===== src/common/pswc_cfg.svh =====
// Register map, field positions, codes and timing figures of the power-state controller
`ifndef PSWC_CFG_SVH
`define PSWC_CFG_SVH

// Byte addresses of the registers
`define PSWC_OFF_CTRL      8'h00
`define PSWC_OFF_PROBE     8'h04
`define PSWC_OFF_IRQ       8'h08
`define PSWC_OFF_PHY       8'h0C

// Field positions inside power_mgmt_ctrl_reg
`define PSWC_BIT_READY     0
`define PSWC_BIT_PIN_EN    1
`define PSWC_BIT_PULSE     2
`define PSWC_BIT_ENERGY    8
`define PSWC_BIT_FRAME     9
`define PSWC_BIT_WSS       12
`define PSWC_BIT_PSS       16
// Field position of the wake flag and of the energy-detect power-down bit
`define PSWC_BIT_IRQ_WAKE  0
`define PSWC_BIT_PHY_EDPD  0

// Power-state select encodings
`define PSWC_PSS_NORMAL    2'h0
`define PSWC_PSS_SLEEP1    2'h1
`define PSWC_PSS_SLEEP2    2'h2
// Wake-source status encodings
`define PSWC_WSS_NONE      2'h0
`define PSWC_WSS_ENERGY    2'h1
`define PSWC_WSS_FRAME     2'h2

// Bus answers
`define PSWC_RESP_OKAY     2'h0
`define PSWC_RESP_SLVERR   2'h2

// Read value of the wake-probe register (arbitrary pattern)
`define PSWC_PROBE_VALUE   32'h8765_4321

// Clock rate and times
`define PSWC_CLK_MHZ       200
`define PSWC_READY_MAX_US  2000
`define PSWC_PULSE_MS      50

`endif


===== src/common/pswc_pkg.sv =====
// Types shared by the power-state controller
package pswc_pkg;

    // Controller states, Gray-coded except PSWC_ST_NORMAL -> PSWC_ST_SLEEP_ED and PSWC_ST_SLEEP_PHY -> PSWC_ST_RESUME
    typedef enum logic [1:0] {
        PSWC_ST_NORMAL   = 2'h0,
        PSWC_ST_SLEEP_PHY = 2'h1,
        PSWC_ST_SLEEP_ED = 2'h3,
        PSWC_ST_RESUME   = 2'h2
    } pswc_state_t;

    // Software-visible control fields
    typedef struct packed {
        logic [1:0] power_state_select;
        logic [1:0] wake_source_status;
        logic       frame_wake_enable;
        logic       energy_wake_enable;
        logic       wake_pulse_select;
        logic       wake_pin_enable;
    } pswc_ctrl_t;

endpackage : pswc_pkg


===== src/rtl/pswc_top.sv =====
// Power-state and wake controller with its AXI4-Lite register slave
//
// Local design decisions: the placing of the registers and the AXI4-Lite interface to the registers.
`timescale 1ns/1ps
`include "pswc_cfg.svh"
`default_nettype none

module pswc_top
    import pswc_pkg::*;
#(
    parameter int unsigned ADDR_W        = 8,
    parameter int unsigned RESUME_CYCLES = `PSWC_READY_MAX_US * `PSWC_CLK_MHZ,
    parameter int unsigned PULSE_CYCLES  = `PSWC_PULSE_MS * 1000 * `PSWC_CLK_MHZ
) (
    input  wire logic              SYS_CLK_I,
    input  wire logic              SYS_RST_I,
    input  wire logic [ADDR_W-1:0] S_AXI_AWADDR_I,
    input  wire logic              S_AXI_AWVALID_I,
    output logic                   S_AXI_AWREADY_O,
    input  wire logic [31:0]       S_AXI_WDATA_I,
    input  wire logic [3:0]        S_AXI_WSTRB_I,
    input  wire logic              S_AXI_WVALID_I,
    output logic                   S_AXI_WREADY_O,
    output logic [1:0]             S_AXI_BRESP_O,
    output logic                   S_AXI_BVALID_O,
    input  wire logic              S_AXI_BREADY_I,
    input  wire logic [ADDR_W-1:0] S_AXI_ARADDR_I,
    input  wire logic              S_AXI_ARVALID_I,
    output logic                   S_AXI_ARREADY_O,
    output logic [31:0]            S_AXI_RDATA_O,
    output logic [1:0]             S_AXI_RRESP_O,
    output logic                   S_AXI_RVALID_O,
    input  wire logic              S_AXI_RREADY_I,
    input  wire logic              FRAME_DETECT_I,
    input  wire logic              CARRIER_I,
    output logic                   WAKE_PIN_O,
    output logic                   WAKE_DETECT_EN_O,
    output logic                   MAC_CLK_EN_O,
    output logic                   HOST_CLK_EN_O,
    output logic                   INT_CLK_EN_O,
    output logic                   PHY_ENERGY_POWERDOWN_O
);

    ////////////////////////////////////////////////////////////////////////////////
    // Helpers

    // Expand byte strobes into a bit mask
    function automatic logic [31:0] byte_mask(input logic [3:0] strb);
        return {{8{strb[3]}}, {8{strb[2]}}, {8{strb[1]}}, {8{strb[0]}}};
    endfunction : byte_mask

    // True for any of the four mapped word addresses
    function automatic logic addr_mapped(input logic [ADDR_W-1:0] addr);
        logic [7:0] a;
        a = addr[7:0];
        return (a == `PSWC_OFF_CTRL) || (a == `PSWC_OFF_PROBE) ||
               (a == `PSWC_OFF_IRQ) || (a == `PSWC_OFF_PHY);
    endfunction : addr_mapped

    ////////////////////////////////////////////////////////////////////////////////
    // State and storage

    pswc_state_t       state;
    pswc_ctrl_t        ctrl;
    logic              seen_read;
    logic              wake_irq;
    logic              phy_edpd;
    logic [31:0]       resume_cnt;
    logic [31:0]       pulse_cnt;
    logic              aw_held;
    logic              w_held;
    logic [ADDR_W-1:0] aw_addr;
    logic [31:0]       w_data;
    logic [3:0]        w_strb;
    logic              ready;
    logic              wr_fire;
    logic              wr_apply;
    logic              rd_fire;
    logic              frame_hit;
    logic              energy_hit;
    logic              energy_seen;
    logic              pin_cond;
    logic [31:0]       ctrl_word;
    logic [31:0]       wmask;
    logic [31:0]       ctrl_merged;
    logic [1:0]        next_pss;

    // Ready only in the normal state; sleep entry clears it
    assign ready = (state == PSWC_ST_NORMAL);

    // Control register image
    always_comb begin
        ctrl_word = 32'h0000_0000;
        ctrl_word[`PSWC_BIT_READY]   = ready;
        ctrl_word[`PSWC_BIT_PIN_EN]  = ctrl.wake_pin_enable;
        ctrl_word[`PSWC_BIT_PULSE]   = ctrl.wake_pulse_select;
        ctrl_word[`PSWC_BIT_ENERGY]  = ctrl.energy_wake_enable;
        ctrl_word[`PSWC_BIT_FRAME]   = ctrl.frame_wake_enable;
        ctrl_word[`PSWC_BIT_WSS+:2]  = ctrl.wake_source_status;
        ctrl_word[`PSWC_BIT_PSS+:2]  = ctrl.power_state_select;
    end

    ////////////////////////////////////////////////////////////////////////////////
    // AXI4-Lite write path

    // Address and data are taken in either order and held until both are in
    assign S_AXI_AWREADY_O = !aw_held;
    assign S_AXI_WREADY_O  = !w_held;
    assign wr_fire  = aw_held && w_held && !S_AXI_BVALID_O;
    // Writes need a prior read, and ready unless aimed at the wake probe
    assign wr_apply = wr_fire && seen_read &&
                      (ready || aw_addr[7:0] == `PSWC_OFF_PROBE);
    assign wmask       = byte_mask(w_strb);
    assign ctrl_merged = (ctrl_word & ~wmask) | (w_data & wmask);
    assign next_pss    = ctrl_merged[`PSWC_BIT_PSS+:2];

    // Hold the write address
    always_ff @(posedge SYS_CLK_I) begin
        if (SYS_RST_I) begin
            aw_held <= 1'b0;
            aw_addr <= '0;
        end else if (S_AXI_AWVALID_I && !aw_held) begin
            aw_held <= 1'b1;
            aw_addr <= S_AXI_AWADDR_I;
        end else if (wr_fire) begin
            aw_held <= 1'b0;
        end
    end

    // Hold the write data
    always_ff @(posedge SYS_CLK_I) begin
        if (SYS_RST_I) begin
            w_held <= 1'b0;
            w_data <= 32'h0000_0000;
            w_strb <= 4'h0;
        end else if (S_AXI_WVALID_I && !w_held) begin
            w_held <= 1'b1;
            w_data <= S_AXI_WDATA_I;
            w_strb <= S_AXI_WSTRB_I;
        end else if (wr_fire) begin
            w_held <= 1'b0;
        end
    end

    // Write answer: refused or unmapped writes answer SLVERR
    always_ff @(posedge SYS_CLK_I) begin
        if (SYS_RST_I) begin
            S_AXI_BVALID_O <= 1'b0;
            S_AXI_BRESP_O  <= `PSWC_RESP_OKAY;
        end else if (wr_fire) begin
            S_AXI_BVALID_O <= 1'b1;
            S_AXI_BRESP_O  <= (wr_apply && addr_mapped(aw_addr)) ?
                              `PSWC_RESP_OKAY : `PSWC_RESP_SLVERR;
        end else if (S_AXI_BREADY_I) begin
            S_AXI_BVALID_O <= 1'b0;
        end
    end

    ////////////////////////////////////////////////////////////////////////////////
    // AXI4-Lite read path

    assign S_AXI_ARREADY_O = !S_AXI_RVALID_O;
    assign rd_fire = S_AXI_ARVALID_I && S_AXI_ARREADY_O;

    // Read answer one cycle after the address; sleep blocks all but control
    always_ff @(posedge SYS_CLK_I) begin
        if (SYS_RST_I) begin
            S_AXI_RVALID_O <= 1'b0;
            S_AXI_RDATA_O  <= 32'h0000_0000;
            S_AXI_RRESP_O  <= `PSWC_RESP_OKAY;
        end else if (rd_fire) begin
            S_AXI_RVALID_O <= 1'b1;
            S_AXI_RRESP_O  <= `PSWC_RESP_OKAY;
            S_AXI_RDATA_O  <= 32'h0000_0000;
            if (!ready && S_AXI_ARADDR_I[7:0] != `PSWC_OFF_CTRL) begin
                S_AXI_RRESP_O <= `PSWC_RESP_SLVERR;
            end else begin
                unique case (S_AXI_ARADDR_I[7:0])
                    `PSWC_OFF_CTRL:  S_AXI_RDATA_O <= ctrl_word;
                    `PSWC_OFF_PROBE: S_AXI_RDATA_O <= `PSWC_PROBE_VALUE;
                    `PSWC_OFF_IRQ:   S_AXI_RDATA_O[`PSWC_BIT_IRQ_WAKE] <= wake_irq;
                    `PSWC_OFF_PHY:   S_AXI_RDATA_O[`PSWC_BIT_PHY_EDPD] <= phy_edpd;
                    default:         S_AXI_RRESP_O <= `PSWC_RESP_SLVERR;
                endcase
            end
        end else if (S_AXI_RREADY_I) begin
            S_AXI_RVALID_O <= 1'b0;
        end
    end

    // Read seen since reset or wake; a read in the wake cycle wins
    always_ff @(posedge SYS_CLK_I) begin
        if (SYS_RST_I) begin
            seen_read <= 1'b0;
        end else if (rd_fire) begin
            seen_read <= 1'b1;
        end else if (wr_apply && aw_addr[7:0] == `PSWC_OFF_PROBE && !ready) begin
            seen_read <= 1'b0;
        end
    end

    ////////////////////////////////////////////////////////////////////////////////
    // Power-state machine

    // Sleep entry by select write, wake by probe write, ready after resume delay
    always_ff @(posedge SYS_CLK_I) begin
        if (SYS_RST_I) begin
            state <= PSWC_ST_NORMAL;
        end else begin
            unique case (state)
                PSWC_ST_NORMAL: begin
                    if (wr_apply && aw_addr[7:0] == `PSWC_OFF_CTRL &&
                        next_pss == `PSWC_PSS_SLEEP1) begin
                        state <= PSWC_ST_SLEEP_PHY;
                    end else if (wr_apply && aw_addr[7:0] == `PSWC_OFF_CTRL &&
                                 next_pss == `PSWC_PSS_SLEEP2) begin
                        state <= PSWC_ST_SLEEP_ED;
                    end
                end
                PSWC_ST_SLEEP_PHY, PSWC_ST_SLEEP_ED: begin
                    if (wr_apply && aw_addr[7:0] == `PSWC_OFF_PROBE) begin
                        state <= PSWC_ST_RESUME;
                    end
                end
                PSWC_ST_RESUME: begin
                    if (resume_cnt >= RESUME_CYCLES - 1) begin
                        state <= PSWC_ST_NORMAL;
                    end
                end
            endcase
        end
    end

    // Cycles spent resuming
    always_ff @(posedge SYS_CLK_I) begin
        if (SYS_RST_I || state != PSWC_ST_RESUME) begin
            resume_cnt <= 32'h0000_0000;
        end else begin
            resume_cnt <= resume_cnt + 32'h0000_0001;
        end
    end

    // Clock enables follow the state
    assign HOST_CLK_EN_O    = (state == PSWC_ST_NORMAL);
    assign MAC_CLK_EN_O     = (state == PSWC_ST_NORMAL);
    assign INT_CLK_EN_O     = (state != PSWC_ST_SLEEP_ED);
    assign WAKE_DETECT_EN_O = (state == PSWC_ST_SLEEP_PHY);

    ////////////////////////////////////////////////////////////////////////////////
    // Wake detection

    assign frame_hit  = (state == PSWC_ST_SLEEP_PHY) && FRAME_DETECT_I;
    // Level detection catches a carrier already present at entry
    assign energy_hit = (state == PSWC_ST_SLEEP_ED) && CARRIER_I && !energy_seen;

    // One carrier event per energy-detect sleep, so a stale status cannot hide it
    always_ff @(posedge SYS_CLK_I) begin
        if (SYS_RST_I || state != PSWC_ST_SLEEP_ED) begin
            energy_seen <= 1'b0;
        end else if (CARRIER_I) begin
            energy_seen <= 1'b1;
        end
    end

    // Control fields; state persists across sleep, detection beats clear
    always_ff @(posedge SYS_CLK_I) begin
        if (SYS_RST_I) begin
            ctrl <= '0;
        end else begin
            if (wr_apply && aw_addr[7:0] == `PSWC_OFF_CTRL && ready) begin
                ctrl.wake_pin_enable    <= ctrl_merged[`PSWC_BIT_PIN_EN];
                ctrl.wake_pulse_select  <= ctrl_merged[`PSWC_BIT_PULSE];
                ctrl.energy_wake_enable <= ctrl_merged[`PSWC_BIT_ENERGY];
                ctrl.frame_wake_enable  <= ctrl_merged[`PSWC_BIT_FRAME];
                if (next_pss == `PSWC_PSS_SLEEP1 || next_pss == `PSWC_PSS_SLEEP2) begin
                    ctrl.power_state_select <= next_pss;
                end
            end
            if (wr_apply && aw_addr[7:0] == `PSWC_OFF_PROBE && !ready) begin
                ctrl.power_state_select <= `PSWC_PSS_NORMAL;
            end
            if (frame_hit) begin
                ctrl.wake_source_status <= `PSWC_WSS_FRAME;
            end else if (energy_hit) begin
                ctrl.wake_source_status <= `PSWC_WSS_ENERGY;
            end else if (wr_apply && aw_addr[7:0] == `PSWC_OFF_CTRL) begin
                ctrl.wake_source_status <= ctrl.wake_source_status &
                                           ~(w_data[`PSWC_BIT_WSS+:2] & wmask[`PSWC_BIT_WSS+:2]);
            end
        end
    end

    // Sticky wake flag, write one to clear, set wins
    always_ff @(posedge SYS_CLK_I) begin
        if (SYS_RST_I) begin
            wake_irq <= 1'b0;
        end else if (frame_hit || energy_hit) begin
            wake_irq <= 1'b1;
        end else if (wr_apply && aw_addr[7:0] == `PSWC_OFF_IRQ &&
                     w_data[`PSWC_BIT_IRQ_WAKE] && w_strb[0]) begin
            wake_irq <= 1'b0;
        end
    end

    // Energy-detect power-down bit, kept through sleep
    always_ff @(posedge SYS_CLK_I) begin
        if (SYS_RST_I) begin
            phy_edpd <= 1'b0;
        end else if (wr_apply && aw_addr[7:0] == `PSWC_OFF_PHY && w_strb[0]) begin
            phy_edpd <= w_data[`PSWC_BIT_PHY_EDPD];
        end
    end
    assign PHY_ENERGY_POWERDOWN_O = phy_edpd;

    ////////////////////////////////////////////////////////////////////////////////
    // Wake pin

    // Source status matched by its enable, all behind the pin enable
    assign pin_cond = ctrl.wake_pin_enable &&
        ((ctrl.wake_source_status == `PSWC_WSS_FRAME && ctrl.frame_wake_enable) ||
         (ctrl.wake_source_status == `PSWC_WSS_ENERGY && ctrl.energy_wake_enable));

    // Pulse length timer, loaded on every wake event
    always_ff @(posedge SYS_CLK_I) begin
        if (SYS_RST_I) begin
            pulse_cnt <= 32'h0000_0000;
        end else if (frame_hit || energy_hit) begin
            pulse_cnt <= PULSE_CYCLES;
        end else if (pulse_cnt != 32'h0000_0000) begin
            pulse_cnt <= pulse_cnt - 32'h0000_0001;
        end
    end

    // Pulsed or steady drive of the pin
    always_ff @(posedge SYS_CLK_I) begin
        if (SYS_RST_I) begin
            WAKE_PIN_O <= 1'b0;
        end else begin
            WAKE_PIN_O <= pin_cond &&
                          (!ctrl.wake_pulse_select || pulse_cnt != 32'h0000_0000);
        end
    end

    logic [31:0] resume_age;
    always_ff @(posedge SYS_CLK_I) begin
        if (SYS_RST_I || state != PSWC_ST_RESUME) begin
            resume_age <= 32'h0000_0000;
        end else begin
            resume_age <= resume_age + 32'h0000_0001;
        end
    end
endmodule : pswc_top

`default_nettype wire


===== config.mk =====
export PLATFORM = sky130hd
export DESIGN_NAME = pswc_top
export DESIGN_NICKNAME = d
export VERILOG_FILES = /design/src/common/pswc_pkg.sv /design/src/rtl/pswc_top.sv
export VERILOG_INCLUDE_DIRS = /design/src /design/src/common
export SDC_FILE = /design/constraint.sdc
export NUM_CORES = 1
export LEC_CHECK = 0
export BUFFER_PORTS_ARGS = -buffer_cell sky130_fd_sc_hd__buf_2
export CORE_MARGIN = 10
export CORE_UTILIZATION = 55
export CTS_BUF_LIST = sky130_fd_sc_hd__clkbuf_16
export CTS_CLUSTER_DIAMETER = 200
export DETAILED_ROUTE_END_ITERATION = 16
export PLACE_DENSITY = 0.79
export SLEW_MARGIN = 20
export SYNTH_ARGS = -nofsm -noshare
export SYNTH_HDL_FRONTEND = slang
export SYNTH_SLANG_ARGS = --single-unit
export TNS_END_PERCENT = 50

===== constraint.sdc =====
create_clock -name SYS_CLK_I -period 3.1 [get_ports SYS_CLK_I]
set_clock_uncertainty 0.15 [all_clocks]
set_input_delay 0.62 -clock SYS_CLK_I [delete_from_list [all_inputs] [get_ports SYS_CLK_I]]
set_output_delay 0.62 -clock SYS_CLK_I [all_outputs]
set_load 0.02 [all_outputs]

Word-level counts from Yosys, hierarchy flattened:

Index checks and enable logic that the tools add are counted.
Widths: inputs -> output; s select.

* register bits after elaboration: 148
* input bits: 61
* output and inout bits: 47
* word-level logic and storage cells: 146

* $add $sub $neg: 2
* magnitude comparators: 1
* equality and inequality tests: 18
* multiplexer cells: 27
* bitwise gates (word level): 7
* reductions and logical operators: 65

Operator list (number)
* $pmux 31 s2: 1
* $mux 24: 2
* $and 18x18->18: 2
* $add 32x1->32 const B: 1
* $eq 8x4->1 const B: 4
* $ge 32x19->1 const B: 1
* $mux 32: 1
* $reduce_bool 32->1: 1
* $sub 32x1->32 const B: 1
* $logic_and 1x1->1: 27
* $mux 2: 10
* $not 18->18: 1
* $or 18x18->18: 1
* $eq 8x3->1 const B: 2
* $logic_not 8->1: 2
* $reduce_bool 2->1: 8
* $mux 1: 11
* $logic_or 1x1->1: 10
* $eq 2x2->1 const B: 4
* $ne 2x2->1 const B: 4
* $reduce_bool 8->1: 1
* $reduce_or 2->1: 4
* $logic_not 1->1: 7
* $eq 2x1->1 const B: 3
* 10 further kinds: 11

Longest topological paths before layout:

* depth in word-level cells: 9
* gate-level depth with buffers: 9

Worst setup path after synthesis:

No wires, ideal clock.

* kind: register -> register
* start point: register pulse_cnt[0]
* end point: register pulse_cnt[20]
* setup time: 0.134 ns
* arrival time: 2.186 ns
* required time: 2.816 ns
* setup slack: 0.630 ns
* stages on the path, launching flop included: 8
* buffers on the path: 0
* clock period less this slack: 2.470 ns
* cells stage by stage: dfxtp_1 -> inv_1 -> ha_1 -> nor3b_1 -> nand4_1 -> a2111oi_0 -> and4_1 -> nor4_1

* word-level cells in the longest chain between the ends: 3
* elaborated cells on any way between the ends: 5
* those cells by class: add/sub (1); mux (2); reduce/logical (2)

Ends and longest elaborated chain
* start, declared: RTL line pswc_top.sv:69 `logic [31:0] pulse_cnt;`
* start signal, assigned: RTL line pswc_top.sv:330 `pulse_cnt <= pulse_cnt - 32'h0000_0001;`
* $sub 32x1->32: RTL line pswc_top.sv:330
* $mux 24: RTL line pswc_top.sv:329 `end else if (pulse_cnt != 32'h0000_0000) begin`
* $mux 24: RTL line pswc_top.sv:327 `end else if (frame_hit || energy_hit) begin`

Several ways; a longest one is shown, not always the timed one. The select of a mux whose other input is x is not followed.
A chain may end at the register's enable or synchronous reset.

Worst setup path after layout:

* start point: register pulse_cnt[26]
* end point: register pulse_cnt[9]

* word-level cells in the longest chain between the ends: 2

Ends and longest elaborated chain (RTL line)
* $reduce_bool 32->1: pswc_top.sv:329
* $reduce_bool 2->1 (no line)

No other way between the ends.

==> flow_summary.yaml <==
outcome:
  status: "completed"
synth:
  synthDistinctLibCells: 57
  avgSynthCellArea_um2: 8.44
  yosysSeqAreaShare_pct: 42.5
  syn_area_um2: 5420
  ys_ff_latch: 115
  postSynthCellCount: 642
  yosys_most_used_dff: "dfxtp_1"
  ys_warn_count: 0
  synth_edf_count: 0
  async_reset_ff_share_pct: 0
global_routing:
  grt_max_degree: 38
  grt_use_met2_pct: 31.7
  use_met1_pct: 20.5
  grt_pass1_vias: 5023
  grt_pass1_wl_um: 22600
  gr-max-usage-layer: "met2"
  use_met3_pct: 6.14
  track_usage_pct: 18.8
  grt-ovfl-total: 0
  antenna_found_initial: 0
floorplanning:
  core_um2: 9680
  die_area_um2: 14200
  fp-row-count: 36
  die_x_um: 119
  start_util_pct: 56.0
  die_h_um: 119
  num_io_pins: 108
power_and_ir_drop:
  clockPowerShare_pct: 39.0
  ir_worst_vdd_v: 0.000416
  switching_share_pct: 32.0
  p_sw_uw: 1670
  pwr-share-comb_pct: 27.3
  p_per_area_nw_per_um2: 813
  pwr-share-seq_pct: 33.7
  p_int_uw: 3540
  cellLeakagePower_uw: 0.00251
drt:
  ant_nets: 0
  avgViaCountPerCell: 5.73
  drc: 0
  first_iter_violations: 355
  wl_um: 13300
  wl_per_cell_um: 15.6
  vias: 4885
  dr.pass1.iters: 5
timing:
  tns_ns: 0
  period_needed_ns: 2.65
  period_share_pct: 85.5
  hold_viol_final: 0
  slew_viol_final: 0
  fin_ws_ns: 0.449
  slew_headroom_pct: 33.6
  rsz0062_at_grt: "false"
  worstMarginPinSlew_ns: 0.994
  finalSetupViolations: 0
  fmax_mhz: 377
clocking:
  clk_pin_slew_ns: 0.05
  cts_buffer_depth: 2
  clkLatencyLatePin_ns: 0.41
  numCtsBuffers: 17
  holdBufCountCts: 0
  cts_setup_buffers: 0
  cts-root-buf: "clkbuf_16"
  cts.sinks: 115
  cts-resized-gates: 0
  h-tree-depth: 4
  cts_tree: "built"
placed_design:
  pre_cts_ws_ns: 0.479
  post-dp-hpwl_um: 9040
  port_buffers: 67
  place_area_um2: 5780
  place_congestion: 0.845
min_path:
  hp-start: "S_AXI_RREADY_I"
  holdPathEnd: "S_AXI_RVALID_O$_SDFFE_PP0P_"
  whs_path_depth: 2
  hold_class: "in2reg"
layout:
  syn2layout_area_growth_pct: 18.1
  nets: 771
  drive_gt1_share_pct: 17.4
  postLayoutCellArea_um2: 6400
  nFillCells: 766
  n_antenna_cell: 0
  layout_commonest_cell: "dfxtp_1"
  final_cell_mix: "dfxtp_1 (115), nor2_1 (72), nand2_1 (69)"
worst_setup_path:
  r2r_end: "pulse_cnt[9]$_SDFFE_PP0P_"
  worstSetupPathType: "reg2reg"
  ff2ff_path_depth: 6
  cp-start-kind: "flip-flop"
  crit_chain: "or4_4 -> or4b_4 -> nor3_4 -> buf_4 -> nor3_1 -> o31a_1"
  crit-reg2reg-launch: "pulse_cnt[26]$_SDFFE_PP0P_"
  worstSetupEndpointType: "flip-flop"
  crit_family: "simple AND/OR/NAND/NOR gates"
  cp.required_ns: 3.25
  slowest_stage: "or4_4"
  cpPeakStageDelay_ns: 0.59
  cp_num_buf_inv: 1
  worst-path-max-fanout: 31
  regToRegSetupSlack_ns: 0.45
  cp.arrival_ns: 2.80
run:
  cap_violations: 0
-- how the worst max path moves through the flow --
stage,endpoint,start,depth (start not counted)
floorplan,pulse_cnt[20]$_SDFFE_PP0P_,pulse_cnt[0]$_SDFFE_PP0P_,7
global placement,pulse_cnt[19]$_SDFFE_PP0P_,pulse_cnt[26]$_SDFFE_PP0P_,6
detailed placement,pulse_cnt[19]$_SDFFE_PP0P_,pulse_cnt[26]$_SDFFE_PP0P_,6
CTS,pulse_cnt[9]$_SDFFE_PP0P_,pulse_cnt[26]$_SDFFE_PP0P_,6
global route,pulse_cnt[20]$_SDFFE_PP0P_,pulse_cnt[1]$_SDFFE_PP0P_,8
finish,pulse_cnt[9]$_SDFFE_PP0P_,pulse_cnt[26]$_SDFFE_PP0P_,6
-- layer usage --
| layer | vias up | routed length (µm) |
|---|---|---|
| li1 | 2395 | - |
| met1 | 2296 | 5540 |
| met2 | 157 | 6510 |
| met3 | 37 | 893 |
| met4 | 0 | 359 |
| met5 | - | 0 |
-- power groups by stage --
stage / registers (µW) / logic [µW] / clock network (µW)
global route: 1780 / 1580 / 2100
detailed placement: 1780 / 1380 / 0
finish: 1750 / 1420 / 2030
CTS: 1750 / 1400 / 2040
global placement: 1770 / 1320 / 0
floorplan: 1760 / 1090 / 0
-- sequential cells by signal, summed over array words and instances, names as in the netlist, 2 cells and up, named ones only --
register       cells
S_AXI_RDATA_O     10
aw_addr            8
ctrl               4
pulse_cnt         32
resume_cnt        32
state              2
w_data             9
w_strb             3
-- synth_stat cells (all sizes together), types with 15 or more instances --
| master | instances | area [µm²] |
|---|---|---|
| nor2 | 72 | 270 |
| nor4 | 15 | 109 |
| or3 | 19 | 119 |
| mux2i | 17 | 170 |
| a21oi | 49 | 245 |
| nor3 | 20 | 111 |
| nand2 | 69 | 259 |
| buf | 31 | 226 |
| dfxtp | 115 | 2300 |
| or4 | 18 | 139 |
| inv | 15 | 56.3 |
| xor2 | 15 | 131 |
| clkbuf | 20 | 75.1 |
| nand3 | 23 | 115 |
-- cell families after synthesis --
kind of cell | share of synthesized area, %
AO/OA/AOI/OAI | 12.9
XOR/XNOR | 4.69
adder cells (fa/ha/maj) | 0.924
buffers and inverters | 6.67
flip-flops | 42.5
multiplexers | 3.56
other | 0.0692
AND/OR/NAND/NOR | 28.7
-- area by class of cell --
class	count	area [µm²]	area share, %
sequential	115	2300	36.0
timing repair buffer	81	440	6.88
clock inverter	15	191	2.99
multi-input combinational	475	2810	43.9
inverter	16	60.1	0.939
clock buffer	17	425	6.65
tap	133	166	2.60
-- through the flow --
stage / hold WS (ns) / total power, µW / cells / utilization (%)
2_1_floorplan: 0.268 / 2850 / 657 / -
3_3_place_gp: 0.280 / 3090 / 820 / 59.7
3_5_place_dp: 0.294 / 3160 / 820 / 59.7
4_1_cts: 0.232 / 5190 / 852 / 66.1
5_1_grt: 0.262 / 5460 / 852 / 66.1
6_report: 0.238 / 5200 / 852 / 66.1
No activity file was read; power rests on OpenSTA's default activity.
